--- config.mk ---
export PLATFORM = sky130hd
export DESIGN_NAME = dma_controller
export DESIGN_NICKNAME = d
export VERILOG_FILES = /design/src/inc/dma_pkg.sv /design/src/logic/dma_addr_unit.sv /design/src/logic/dma_controller.sv
export SDC_FILE = /design/constraint.sdc
export NUM_CORES = 2
export LEC_CHECK = 0
export BUFFER_PORTS_ARGS = -buffer_cell sky130_fd_sc_hd__buf_2
export CAP_MARGIN = 20
export CORE_AREA = 5 5 346 348
export CTS_CLUSTER_SIZE = 40
export DETAILED_ROUTE_END_ITERATION = 6
export DIE_AREA = 0 0 351 353
export SLEW_MARGIN = 20
export SYNTH_ARGS = -nofsm -noshare
export SYNTH_HDL_FRONTEND = slang
export SYNTH_SLANG_ARGS = --single-unit
--- constraint.sdc ---
create_clock -name core_clk -period 31.1 [get_ports core_clk]
set_input_delay 4.665 -clock core_clk [delete_from_list [all_inputs] [get_ports core_clk]]
set_output_delay 4.665 -clock core_clk [all_outputs]
set_load 0.005 [all_outputs]
--- src/inc/dma_pkg.sv ---
package dma_pkg;

  // -----------------------------------------------------------------
  // sizes and address space
  // -----------------------------------------------------------------
  localparam int NUM_CH   = 6;
  localparam int TRIG_NUM = 63;
  localparam int CH_SHIFT = 5;                      // log2 of the channel stride
  localparam logic [15:0] RAM_START  = 16'h0800;    // first address above the sfr region
  localparam logic [15:0] STEP_BYTE  = 16'h0001;
  localparam logic [15:0] STEP_WORD  = 16'h0002;
  localparam logic [15:0] CNT_ONE    = 16'h0001;
  localparam logic [15:0] LIM_HI_RST = 16'hFFFF;
  localparam logic [15:0] LIM_LO_RST = 16'h0800;
  localparam logic [1:0]  LANE_LO    = 2'h1;
  localparam logic [1:0]  LANE_HI    = 2'h2;
  localparam logic [1:0]  LANE_BOTH  = 2'h3;

  // -----------------------------------------------------------------
  // register map, byte addresses and word index inside a channel
  // -----------------------------------------------------------------
  localparam logic [11:0] OFS_LIM_HI  = 12'h000;
  localparam logic [11:0] OFS_LIM_LO  = 12'h004;
  localparam logic [11:0] OFS_STATUS  = 12'h008;
  localparam logic [11:0] OFS_ACTIVE  = 12'h00C;
  localparam logic [11:0] OFS_CH_BASE = 12'h020;
  localparam logic [11:0] OFS_CH_END  = 12'h0E0;
  localparam logic [2:0]  SUB_CTRL    = 3'h0;
  localparam logic [2:0]  SUB_TRIG    = 3'h1;
  localparam logic [2:0]  SUB_SRC     = 3'h2;
  localparam logic [2:0]  SUB_DST     = 3'h3;
  localparam logic [2:0]  SUB_CNT     = 3'h4;

  // -----------------------------------------------------------------
  // field positions
  // -----------------------------------------------------------------
  localparam int CTL_REQ   = 8;
  localparam int STAT_DONE = 0;
  localparam int STAT_HALF = 8;
  localparam int STAT_ERR  = 16;

  // -----------------------------------------------------------------
  // types
  // -----------------------------------------------------------------
  typedef enum logic [1:0] {
    XFER_ONE = 2'h0, XFER_REP_ONE = 2'h1, XFER_CONT = 2'h2, XFER_REP_CONT = 2'h3
  } xfer_mode_t;

  typedef enum logic [1:0] {
    ADDR_FIXED = 2'h0, ADDR_INC = 2'h1, ADDR_DEC = 2'h2, ADDR_PERI = 2'h3
  } addr_mode_t;

  typedef enum logic [2:0] {
    ST_IDLE = 3'h0, ST_READ = 3'h1, ST_RDWAIT = 3'h2, ST_CAPT = 3'h3,
    ST_WRITE = 3'h4, ST_NULL = 3'h5, ST_UPD = 3'h6
  } eng_state_t;

  typedef struct packed {
    logic       nullWr;
    logic       reload;
    addr_mode_t srcMode;
    addr_mode_t dstMode;
    xfer_mode_t xferMode;
    logic       byteSize;
    logic       enable;
  } chan_ctrl_t;

  typedef struct packed {
    chan_ctrl_t  ctrl;
    logic        pend;
    logic [5:0]  trig;
    logic [15:0] src;
    logic [15:0] dst;
    logic [15:0] cnt;
    logic [15:0] srcInit;
    logic [15:0] dstInit;
    logic [15:0] cntInit;
  } chan_t;

  typedef struct packed {
    logic [15:0] addr;
    logic [15:0] wrData;
    logic [1:0]  byteEn;
    logic        rd;
    logic        wr;
  } bus_req_t;

  typedef struct packed {
    chan_t [NUM_CH-1:0] ch;
    logic [15:0]        limHi;
    logic [15:0]        limLo;
    logic [NUM_CH-1:0]  doneFlag;
    logic [NUM_CH-1:0]  halfFlag;
    logic [NUM_CH-1:0]  errFlag;
    eng_state_t         st;
    logic [2:0]         act;
    logic [15:0]        data;
    bus_req_t           bus;
    logic [31:0]        prdata;
    logic               pready;
    logic               pslverr;
    logic [NUM_CH-1:0]  doneEvt;
    logic [NUM_CH-1:0]  halfEvt;
    logic               limitEvt;
  } dma_state_t;

endpackage

--- src/logic/dma_addr_unit.sv ---
`timescale 1ns/100ps
module dma_addr_unit (
  // channel address setup
  input  wire logic [15:0]         base,
  input  dma_pkg::addr_mode_t      mode,
  input  wire logic                byteSize,
  input  wire logic [15:0]         offset,
  // protected window
  input  wire logic [15:0]         limLo,
  input  wire logic [15:0]         limHi,
  // results
  output logic      [15:0]         effAddr,
  output logic      [15:0]         nextAddr,
  output logic                     fault
);

  logic [15:0] step;

  // -----------------------------------------------------------------
  // effective address, step and window check
  // -----------------------------------------------------------------
  // peripheral supplies the offset, the channel only the base
  assign effAddr = (mode == dma_pkg::ADDR_PERI) ? 16'(base + offset) : base;
  assign step    = byteSize ? dma_pkg::STEP_BYTE : dma_pkg::STEP_WORD;

  // indirect and fixed leave the base alone
  always_comb begin
    unique case (mode)
      dma_pkg::ADDR_INC: nextAddr = 16'(base + step);
      dma_pkg::ADDR_DEC: nextAddr = 16'(base - step);
      default:           nextAddr = base;
    endcase
  end

  // sfr region is never fenced, only ram above it
  assign fault = (effAddr >= dma_pkg::RAM_START)
               && ((effAddr < limLo) || (effAddr > limHi));

endmodule // dma_addr_unit

--- src/logic/dma_controller.sv ---
// Local design decisions: the placing of the registers and the APB register port.
`timescale 1ns/100ps
// Function
// six channels, each with its own setup, all live at once.
// engine masters the peripheral bus and yields whenever the cpu needs it.
// sfr region and ram region usable as source or destination, any direction.
// ram accesses outside the limits end the transaction and raise an event.
// bit 1 of channel control picks byte or word; word after reset.
// in byte transfers address bit 0 picks upper or lower byte lane.
// one of 63 trigger sources, numbered against natural interrupt priority.
// trigger independent of addresses; channel completion can trigger another channel.
// one-shot mode does one transaction per trigger.
// continuous mode runs back-to-back transactions until the counter empties.
// repeated one-shot does one transaction per trigger until disabled.
// repeated continuous runs a full counted series per trigger until disabled.
// optional reload of addresses and count at completion; repeated modes always.
// fixed or block addressing, blocks increment or decrement per transfer.
// indirect mode adds a peripheral offset to the channel base address.
// several requesting channels are served by fixed channel priority.
// 16-bit source and destination registers, live and reloadable.
// 16-bit transaction count register, live and reloadable.
// event when the count reaches half of its loaded value.
// software request starts a channel without a hardware trigger.
// null-write mode adds a dummy write to the source address.
// upper and lower limit registers bound the protected ram window.
module dma_controller (
  // clock and reset
  input  wire logic                          core_clk,
  input  wire logic                          rst,
  // apb register port
  input  wire logic [11:0]                   paddr,
  input  wire logic                          psel,
  input  wire logic                          penable,
  input  wire logic                          pwrite,
  input  wire logic [31:0]                   pwdata,
  output logic      [31:0]                   prdata,
  output logic                               pready,
  output logic                               pslverr,
  // cpu ownership, triggers, indirect offset
  input  wire logic                          cpuNeedBus,
  input  wire logic [dma_pkg::TRIG_NUM-1:0]  trigSrc,
  input  wire logic [15:0]                   perOffset,
  // dma side of the peripheral and ram bus
  output logic      [15:0]                   busAddr,
  output logic      [15:0]                   busWrData,
  output logic      [1:0]                    busByteEn,
  output logic                               busRd,
  output logic                               busWr,
  input  wire logic [15:0]                   busRdData,
  // event pulses towards the interrupt controller
  output logic      [dma_pkg::NUM_CH-1:0]    chDoneEvt,
  output logic      [dma_pkg::NUM_CH-1:0]    halfEvt,
  output logic                               limitEvt
);

  localparam int NC = dma_pkg::NUM_CH;

  dma_pkg::dma_state_t s;
  dma_pkg::dma_state_t n;
  dma_pkg::chan_t      cs;
  dma_pkg::chan_t      rdCh;
  logic [NC-1:0]       ready;
  logic [NC-1:0]       trigHit;
  logic [NC-1:0]       swReq;
  logic [63:0]         trigAll;
  logic [2:0]          gnt;
  logic [2:0]          selIdx;
  logic [2:0]          rIdx;
  logic [2:0]          sub;
  logic [15:0]         srcEff;
  logic [15:0]         dstEff;
  logic [15:0]         srcNext;
  logic [15:0]         dstNext;
  logic [15:0]         cntDec;
  logic [15:0]         halfLvl;
  logic                srcFault;
  logic                dstFault;
  logic                acc;
  logic                wrEn;
  logic                hit;
  logic                chHit;
  logic [31:0]         rdVal;

  // lowest numbered requesting channel wins
  function automatic logic [2:0] pick(input logic [NC-1:0] r);
    pick = 3'h0;
    for (int i = NC - 1; i >= 0; i--) begin
      if (r[i]) begin
        pick = 3'(i);
      end
    end
  endfunction

  // -----------------------------------------------------------------
  // apb decode
  // -----------------------------------------------------------------
  assign acc   = psel & penable;
  assign wrEn  = acc & s.pready & pwrite;
  assign chHit = (paddr >= dma_pkg::OFS_CH_BASE) && (paddr < dma_pkg::OFS_CH_END);
  assign rIdx  = 3'((paddr - dma_pkg::OFS_CH_BASE) >> dma_pkg::CH_SHIFT);
  assign sub   = paddr[4:2];

  // read mux; misaligned or unmapped words answer with slverr
  always_comb begin
    rdCh  = s.ch[rIdx];
    rdVal = 32'h0;
    hit   = 1'b0;
    if (paddr[1:0] == 2'h0) begin
      if (chHit) begin
        hit = 1'b1;
        case (sub)
          dma_pkg::SUB_CTRL: rdVal = {21'h0, rdCh.ctrl[9:8], rdCh.pend, rdCh.ctrl[7:0]};
          dma_pkg::SUB_TRIG: rdVal = {26'h0, rdCh.trig};
          dma_pkg::SUB_SRC:  rdVal = {16'h0, rdCh.src};
          dma_pkg::SUB_DST:  rdVal = {16'h0, rdCh.dst};
          dma_pkg::SUB_CNT:  rdVal = {16'h0, rdCh.cnt};
          default:           hit   = 1'b0;
        endcase
      end else begin
        hit = 1'b1;
        case (paddr)
          dma_pkg::OFS_LIM_HI: rdVal = {16'h0, s.limHi};
          dma_pkg::OFS_LIM_LO: rdVal = {16'h0, s.limLo};
          dma_pkg::OFS_STATUS: rdVal = {10'h0, s.errFlag, 2'h0, s.halfFlag, 2'h0, s.doneFlag};
          dma_pkg::OFS_ACTIVE: rdVal = {28'h0, s.st != dma_pkg::ST_IDLE, s.act};
          default:             hit   = 1'b0;
        endcase
      end
    end
  end

  // -----------------------------------------------------------------
  // triggers and channel readiness
  // -----------------------------------------------------------------
  // completions re-enter as the top-priority sources, so channels chain
  assign trigAll = {1'b0, trigSrc | {{(dma_pkg::TRIG_NUM - NC){1'b0}}, s.doneEvt}};

  for (genvar g = 0; g < NC; g++) begin : g_ch
    assign ready[g]   = s.ch[g].ctrl.enable & s.ch[g].pend;
    // select 0 reaches the constant bit 63, so it never fires
    assign trigHit[g] = trigAll[6'(dma_pkg::TRIG_NUM - int'(s.ch[g].trig))];
    assign swReq[g]   = wrEn & hit & chHit & (rIdx == 3'(g))
                      & (sub == dma_pkg::SUB_CTRL) & pwdata[dma_pkg::CTL_REQ];
  end

  assign gnt    = pick(ready);
  assign selIdx = (s.st == dma_pkg::ST_IDLE) ? gnt : s.act;
  assign cs     = s.ch[selIdx];

  // -----------------------------------------------------------------
  // address generation for the channel in hand
  // -----------------------------------------------------------------
  dma_addr_unit u_src (
    .base     (cs.src),
    .mode     (cs.ctrl.srcMode),
    .byteSize (cs.ctrl.byteSize),
    .offset   (perOffset),
    .limLo    (s.limLo),
    .limHi    (s.limHi),
    .effAddr  (srcEff),
    .nextAddr (srcNext),
    .fault    (srcFault)
  );

  dma_addr_unit u_dst (
    .base     (cs.dst),
    .mode     (cs.ctrl.dstMode),
    .byteSize (cs.ctrl.byteSize),
    .offset   (perOffset),
    .limLo    (s.limLo),
    .limHi    (s.limHi),
    .effAddr  (dstEff),
    .nextAddr (dstNext),
    .fault    (dstFault)
  );

  assign cntDec  = 16'(cs.cnt - dma_pkg::CNT_ONE);
  assign halfLvl = {1'b0, cs.cntInit[15:1]};

  // -----------------------------------------------------------------
  // next state: software first, engine next, request sets last
  // -----------------------------------------------------------------
  always_comb begin
    n          = s;
    n.bus.rd   = 1'b0;
    n.bus.wr   = 1'b0;
    n.doneEvt  = '0;
    n.halfEvt  = '0;
    n.limitEvt = 1'b0;
    n.pready   = acc & ~s.pready;
    if (acc & ~s.pready) begin
      n.prdata  = rdVal;
      n.pslverr = ~hit;
    end
    // register writes land on the edge that sees pready high
    if (wrEn & hit) begin
      if (chHit) begin
        case (sub)
          dma_pkg::SUB_CTRL: n.ch[rIdx].ctrl = dma_pkg::chan_ctrl_t'({
            pwdata[dma_pkg::CTL_REQ+2:dma_pkg::CTL_REQ+1], pwdata[dma_pkg::CTL_REQ-1:0]});
          dma_pkg::SUB_TRIG: n.ch[rIdx].trig = pwdata[5:0];
          dma_pkg::SUB_SRC: begin
            n.ch[rIdx].src     = pwdata[15:0];
            n.ch[rIdx].srcInit = pwdata[15:0];
          end
          dma_pkg::SUB_DST: begin
            n.ch[rIdx].dst     = pwdata[15:0];
            n.ch[rIdx].dstInit = pwdata[15:0];
          end
          dma_pkg::SUB_CNT: begin
            n.ch[rIdx].cnt     = pwdata[15:0];
            n.ch[rIdx].cntInit = pwdata[15:0];
          end
          default: ;
        endcase
      end else begin
        case (paddr)
          dma_pkg::OFS_LIM_HI: n.limHi = pwdata[15:0];
          dma_pkg::OFS_LIM_LO: n.limLo = pwdata[15:0];
          dma_pkg::OFS_STATUS: begin
            n.doneFlag = s.doneFlag & ~pwdata[dma_pkg::STAT_DONE +: NC];
            n.halfFlag = s.halfFlag & ~pwdata[dma_pkg::STAT_HALF +: NC];
            n.errFlag  = s.errFlag & ~pwdata[dma_pkg::STAT_ERR +: NC];
          end
          default: ;
        endcase
      end
    end
    // engine; every bus access waits out a cpu claim first
    unique case (s.st)
      dma_pkg::ST_IDLE: begin
        if (|ready) begin
          n.act = gnt;
          if (srcFault | dstFault) begin
            n.ch[gnt].ctrl.enable = 1'b0;
            n.ch[gnt].pend        = 1'b0;
            n.errFlag[gnt]        = 1'b1;
            n.limitEvt            = 1'b1;
          end else begin
            n.st = dma_pkg::ST_READ;
          end
        end
      end
      dma_pkg::ST_READ: begin
        if (!cpuNeedBus) begin
          n.bus.rd     = 1'b1;
          n.bus.addr   = srcEff;
          n.bus.byteEn = cs.ctrl.byteSize ? (srcEff[0] ? dma_pkg::LANE_HI : dma_pkg::LANE_LO)
                                          : dma_pkg::LANE_BOTH;
          n.st         = dma_pkg::ST_RDWAIT;
        end
      end
      dma_pkg::ST_RDWAIT: n.st = dma_pkg::ST_CAPT;
      dma_pkg::ST_CAPT: begin
        // a byte is kept in the low lane whichever lane it came from
        if (cs.ctrl.byteSize) begin
          n.data = {8'h0, srcEff[0] ? busRdData[15:8] : busRdData[7:0]};
        end else begin
          n.data = busRdData;
        end
        n.st = dma_pkg::ST_WRITE;
      end
      dma_pkg::ST_WRITE: begin
        if (!cpuNeedBus) begin
          n.bus.wr     = 1'b1;
          n.bus.addr   = dstEff;
          n.bus.wrData = cs.ctrl.byteSize ? {2{s.data[7:0]}} : s.data;
          n.bus.byteEn = cs.ctrl.byteSize ? (dstEff[0] ? dma_pkg::LANE_HI : dma_pkg::LANE_LO)
                                          : dma_pkg::LANE_BOTH;
          n.st         = cs.ctrl.nullWr ? dma_pkg::ST_NULL : dma_pkg::ST_UPD;
        end
      end
      dma_pkg::ST_NULL: begin
        // dummy write of zero keeps a peripheral's buffers in step
        if (!cpuNeedBus) begin
          n.bus.wr     = 1'b1;
          n.bus.addr   = srcEff;
          n.bus.wrData = 16'h0;
          // lane follows the source address, not the one left over from the real write
          n.bus.byteEn = cs.ctrl.byteSize ? (srcEff[0] ? dma_pkg::LANE_HI : dma_pkg::LANE_LO)
                                          : dma_pkg::LANE_BOTH;
          n.st         = dma_pkg::ST_UPD;
        end
      end
      dma_pkg::ST_UPD: begin
        n.ch[s.act].src = srcNext;
        n.ch[s.act].dst = dstNext;
        n.ch[s.act].cnt = cntDec;
        if ((cntDec == halfLvl) && (cs.cntInit > dma_pkg::CNT_ONE)) begin
          n.halfFlag[s.act] = 1'b1;
          n.halfEvt[s.act]  = 1'b1;
        end
        // one-shot flavours consume the trigger per transaction
        if (!cs.ctrl.xferMode[1]) begin
          n.ch[s.act].pend = 1'b0;
        end
        if (cntDec == 16'h0) begin
          n.ch[s.act].pend   = 1'b0;
          n.doneFlag[s.act]  = 1'b1;
          n.doneEvt[s.act]   = 1'b1;
          if (cs.ctrl.reload | cs.ctrl.xferMode[0]) begin
            n.ch[s.act].src = cs.srcInit;
            n.ch[s.act].dst = cs.dstInit;
            n.ch[s.act].cnt = cs.cntInit;
          end
          if (!cs.ctrl.xferMode[0]) begin
            n.ch[s.act].ctrl.enable = 1'b0;
          end
        end
        n.st = dma_pkg::ST_IDLE;
      end
      default: n.st = dma_pkg::ST_IDLE;
    endcase
    // a request arriving as the engine clears pend is kept
    for (int g = 0; g < NC; g++) begin
      if (swReq[g] | (trigHit[g] & n.ch[g].ctrl.enable)) begin
        n.ch[g].pend = 1'b1;
      end
    end
  end

  // -----------------------------------------------------------------
  // state register
  // -----------------------------------------------------------------
  // all-zero reset leaves every channel idle and in word size
  always_ff @(posedge core_clk or posedge rst) begin
    if (rst) begin
      s       <= '0;
      s.limHi <= dma_pkg::LIM_HI_RST;
      s.limLo <= dma_pkg::LIM_LO_RST;
    end else begin
      s <= n;
    end
  end

  // outputs straight from the state register
  assign prdata    = s.prdata;
  assign pready    = s.pready;
  assign pslverr   = s.pslverr;
  assign busAddr   = s.bus.addr;
  assign busWrData = s.bus.wrData;
  assign busByteEn = s.bus.byteEn;
  assign busRd     = s.bus.rd;
  assign busWr     = s.bus.wr;
  assign chDoneEvt = s.doneEvt;
  assign halfEvt   = s.halfEvt;
  assign limitEvt  = s.limitEvt;
endmodule // dma_controller

# Word-level counts from Yosys, hierarchy flattened
# Cells that the tools add are included.
# op_classes
bitwise	57
eq_ne	30
add_sub_neg	14
magnitude_cmp	22
reduce_logical	28
n_mux	153
# op_table
operator	n
bitwise mux 678 bit	19
2-to-1 mux 678 bit	10
demux 113 bit (select 3 bit)	15
case mux 678 bit (5 select lines)	1
case mux 678 bit (2 select lines)	1
2-to-1 mux 728 bit	1
binary-select mux 113 bit (select 3 bit)	2
2-to-1 mux 113 bit	3
2-to-1 mux 104 bit	2
2-to-1 mux 103 bit	2
2-to-1 mux 96 bit	2
2-to-1 mux 80 bit	2
2-to-1 mux 16 bit	8
2-to-1 mux 64 bit	2
2-to-1 mux 102 bit	1
2-to-1 mux 32 bit	3
case mux 16 bit (2 select lines)	3
case mux 22 bit (4 select lines)	1
case mux 16 bit (5 select lines)	1
2-to-1 mux 34 bit	2
OR 63 x 6 -> 63 bit	1
2-to-1 mux 50 bit	1
adder 16 bit	3
< comparator 6 x 8 -> 1 bit (second input constant)	6
59 further kinds	212
# word_totals
out_inout_bits	83
register_bits	833
elab_cells	413
in_bits	145

# Logic depth before layout (Yosys ltp)
# depth
word_depth	33
ltp_mapped	39
depth_no_buf	27

# Cells and area by module
# A second synthesis with hierarchy kept.
# unflattened
cells_unflattened	5924
hier_area_um2	51415.6
# by_module_without_submodules
mod	n_inst	seq_area_each_um2	area_per_inst_um2	cells_each
dma_controller	1	20616.0	46318.2	5223
dma_addr_unit (u_dst)	1	0.0	2563.7	351
dma_addr_unit (u_src)	1	0.0	2533.7	350

# Least setup slack after synthesis
# Ideal clock, no wire load.
# synth_path
kind	input to register
from	input perOffset[0]
to	register s[370] (netlist bit)
arrival_time_ns	8.733
stages	22
setup_ns	0.126
required_time_ns	30.974
slack_ns	22.241
n_path_buf	1
path_cell_list	ha_1 -> fa_1 -> a21o_1 -> a21boi_0 -> o21ai_0 -> a31o_2 -> a21oi_1 -> xor2_1 -> a21oi_1 -> ha_1 -> a21o_1 -> a21o_1 -> a21o_1 -> a211oi_1 -> o21ai_0 -> a31oi_1 -> a211oi_1 -> a21oi_1 -> or2_2 -> clkbuf_1 -> a31oi_1 -> a221o_1
# synth_rtl
item	line_no	source
start: declaration	dma_controller.sv:42	input wire logic [15:0] perOffset,
end signal: assignment	dma_controller.sv:332	s <= n;
end: declaration	dma_controller.sv:58	dma_pkg::dma_state_t s;

# Final worst setup path
# layout_path
from	input paddr[5]
to	register s, in the netlist prdata[10]
# layout_between
elab_chain_len	6
word_cells_on_any_way	14
classes_between	add/sub: 1; order compare: 2; eq/ne: 3; mux: 6; reduce/logical: 2
# layout_rtl
item	line_no	source
start: declaration	dma_controller.sv:31	input wire logic [11:0] paddr,
subtractor 8 x 6 -> 8 bit	dma_controller.sv:100	assign rIdx = 3'((paddr - dma_pkg::OFS_CH_BASE) >> dma_pkg::CH_SHIFT);
binary-select mux 113 bit (select 3 bit)	dma_controller.sv:105	rdCh = s.ch[rIdx];
2-to-1 mux 113 bit (not written as such)	dma_controller.sv:105	
case mux 16 bit (5 select lines)	dma_controller.sv:111	case (sub)
2-to-1 mux 32 bit *	dma_controller.sv:109	if (chHit) begin
2-to-1 mux 32 bit *	dma_controller.sv:108	if (paddr[1:0] == 2'h0) begin
# Every way passes the cells marked *; elsewhere a longest branch is shown, timed or not. The select of a mux whose other input is x is not followed.
# A chain may end at the register's enable or synchronous reset.

==> results.yml <==
die:
  placementRows: 125
  fp.coreArea_sq_um: 115900
  dieHeight_um: 353
  io_pins: 228
  initial_core_util: 0.4480
  die_area_sq_um: 123900
  die_x_um: 351
logic_synthesis:
  synthTopCellsByCount: "1769 x nand2_1, 806 x dfrtp_1, 530 x a21oi_1"
  ys_seq_elements: 823
  synthArstFlopShare: 1.000
  seq_area_frac_synth: 0.3971
  synth_fa_ha_area_frac: 0.03360
  syn_area_per_cell_sq_um: 8.546
  yosys_warnings: 0
  synth.mux.area_fraction: 0.1196
  synth-compound-area-share: 0.1739
  synth_top_family_by_area: "simple AND/OR/NAND/NOR gates"
  synth-main-ff-cell: "dfrtp_1"
  synth_top_area_share: 0.3885
  synth_edf_count: 0
  yosys.cell_count.top_type: "nand2_1"
  synthXorXnorAreaFrac: 0.01200
  synth_cells: 6075
  ys_top_cells_by_area: "dfrtp_1 39%, nand2_1 13%, mux4_2 5.4%"
  synthSimpleGateAreaFrac: 0.2129
  synth_top_area_cell: "dfrtp_1"
  synthDistinctLibCells: 89
  synth_area_sq_um: 51910
clocking:
  clk-insertion-delay-late_ns: 0.71
  ctsHoldBuffers: 0
  cts_tree: "built"
  clkTransAtPathRegs_ns: 0.06
  cts_setup_buffers: 0
  ctsResizeCount: 0
  numCtsBuffers: 93
  clock_path_buffers: 3
  cts-root-buf: "clkbuf_16"
  cts_max_level: 3
  cts_num_sinks: 823
drt:
  viasPerCell: 6.614
  ant_nets: 0
  drt-initial-drc-count: 6745
  wl_mm: 226.1
  firstDrtPassIters: 7
  wire_per_inst_um: 29.62
  drc: 16
  vias: 50490
timing:
  fin_crit_sh: 0.3450
  fin_crit_ns: 10.73
  fmax_mhz: 93.21
  slew_viol_final: 0
  setup_violations: 0
  skew_ns: 0.04009
  rsz0062_at_grt: "no"
  max_slew_margin: 0.1648
  hold_slack_ns: 0.4669
  tns_ns: 0
  hold_violations: 0
  setup_slack_ns: 20.37
  worst_pin_slew_ns: 1.240
placement:
  dpl.hpwl_mm: 142.8
  io_buffer_count: 207
  gp_congestion: 0.9449
  pre_cts_slack_ns: 20.41
global_routing:
  grt_max_degree: 115
  grt_pass1_wl_mm: 327.4
  grt_remaining_overflow: 0
  grt_pass1_vias: 48320
  antenna_found_initial: 14
  globalRouteTotalUtil: 0.3539
power:
  total_leakage_power_nw: 27.89
  power.density_nw_per_um2: 49.39
  vdd_drop_max_v: 0.00005191
setup_path:
  cp_slowest_cell: "clkinv_1"
  cp_num_buf_inv: 6
  crit_family: "buffers and inverters"
  critPathKind: "input port to register"
  crit_path_cell_trace: "buf_2 -> buf_4 -> clkinv_1 -> ha_2 -> ha_2 -> buf_4 -> buf_4 -> nor3_2 -> buf_4 -> nand2_1 -> nand3_1 -> o21ai_0 -> a31oi_1 -> a31oi_1 -> o22ai_1 -> a22o_1"
  startpoint_type: "input port"
  path_max_fanout: 33
  cp_common_cell: "buf_4"
  crit_arrival_ns: 11.32
  critPathCaptureType: "register"
  cp.required_ns: 31.69
  cp_slowest_stage_delay_ns: 0.98
run_status:
  status: "finished with violations"
  violations: "design-rule violations"
final_layout:
  fin_nets: 6299
  syn_to_final_growth_pct: 10.10
  drive_above_1_share: 0.1498
worst_hold_path:
  min_path_type: "register to register"
flow_run:
  drv_cap: 0
-- power breakdown --
group	switching, mW	total (mW)	internal [mW]	leakage, nW
clock	0.494	1.16	0.669	1.56
combinational	0.343	0.518	0.175	16.5
sequential	0.0294	1.14	1.11	9.84
total	0.866	2.82	1.96	27.9
-- stage by stage --
step                      power [mW]  instances  cell area, sq um  utilization
final                          2.823       7633             57160       0.4932
after global routing           2.917       7621             57130       0.4929
after CTS                      2.816       7617             57100       0.4927
after detailed placement       1.666       7444             53940       0.4654
after global placement         1.658       7443             53930       0.4653
after floorplan                1.499       6084             51950            -
-- sequential cells by signal, summed over array words and instances, names as in the netlist, named ones only --
register and cells:
busAddr 16, busByteEn 2, s 749, halfEvt 6, busWrData 16, pready 1, chDoneEvt 6, busWr 1
pslverr 1, prdata 22, limitEvt 1, busRd 1
-- cell type report --
cell class,instances,area [sq um]
clock buffer,141,2778
timing repair buffer,356,2180
clock inverter,32,379.1
multi-input combinational,4659,28940
tap,1524,1907
sequential,823,20620
fill,10980,58740
antenna,14,35.03
inverter,84,322.8
-- layer usage --
| metal | vias to the layer above | track usage | wire length, um |
|---|---|---|---|
| met1 | 24740 | 0.4596 | 84240 |
| met4 | 6 | 0.1953 | 14740 |
| met3 | 809 | 0.1064 | 30360 |
| met2 | 3560 | 0.5292 | 96700 |
| met5 | - | 0 | 40 |
| li1 | 21370 | - | - |
-- worst paths after layout --
| kind | startpoint | to | slack, ns | cells after the start |
|---|---|---|---|---|
| setup / recovery | paddr[5] | prdata[10] | 20.37 | 16 |
| hold reg to reg | busAddr[14] | busAddr[14] | 0.47 | 2 |
| max in group asynchronous | rst | s[409] | 23.26 | 6 |
| setup reg to reg | s[103] | s[257] | 20.66 | 28 |
| hold / removal | busAddr[14] | busAddr[14] | 0.47 | 2 |
| min in group asynchronous | rst | chDoneEvt[3] | 4.07 | 2 |
-- layout by cell type, fill, tap and decap left out, types with 23 or more instances in the layout --
cell type / n
o211ai_1: 23
nor3_1: 39
a221oi_1: 23
nand4_1: 24
mux4_2: 124
xnor2_1: 30
mux2_2: 137
and3_1: 253
nand2_1: 1759
buf_2: 207
buf_4: 146
o21ai_0: 233
clkbuf_8: 27
inv_1: 81
clkbuf_16: 93
a22o_1: 63
mux2i_4: 24
a21o_1: 48
nand3_1: 102
o22ai_1: 38
xor2_1: 28
ha_1: 131
a31oi_1: 105
dfrtp_1: 803
mux2i_1: 132
a211oi_1: 34
o21ai_1: 28
nor2_1: 223
a21oi_1: 530
a22oi_1: 181
nor4_1: 28
-- cell families after synthesis --
family | after synthesis
buf+inv | 602
simple gates | 2586
fa+ha+maj | 137
xor+xnor | 63
compound gates | 1445
mux | 418
flops | 823
other cells | 1
-- worst min-delay path: cells and delay by family (launching register included) --
kind | cells | cell delay, ns
flops | 1 | 0.33
simple gates | 1 | 0.04
compound gates | 1 | 0.05
No activity file was read; power rests on OpenSTA's default activity.
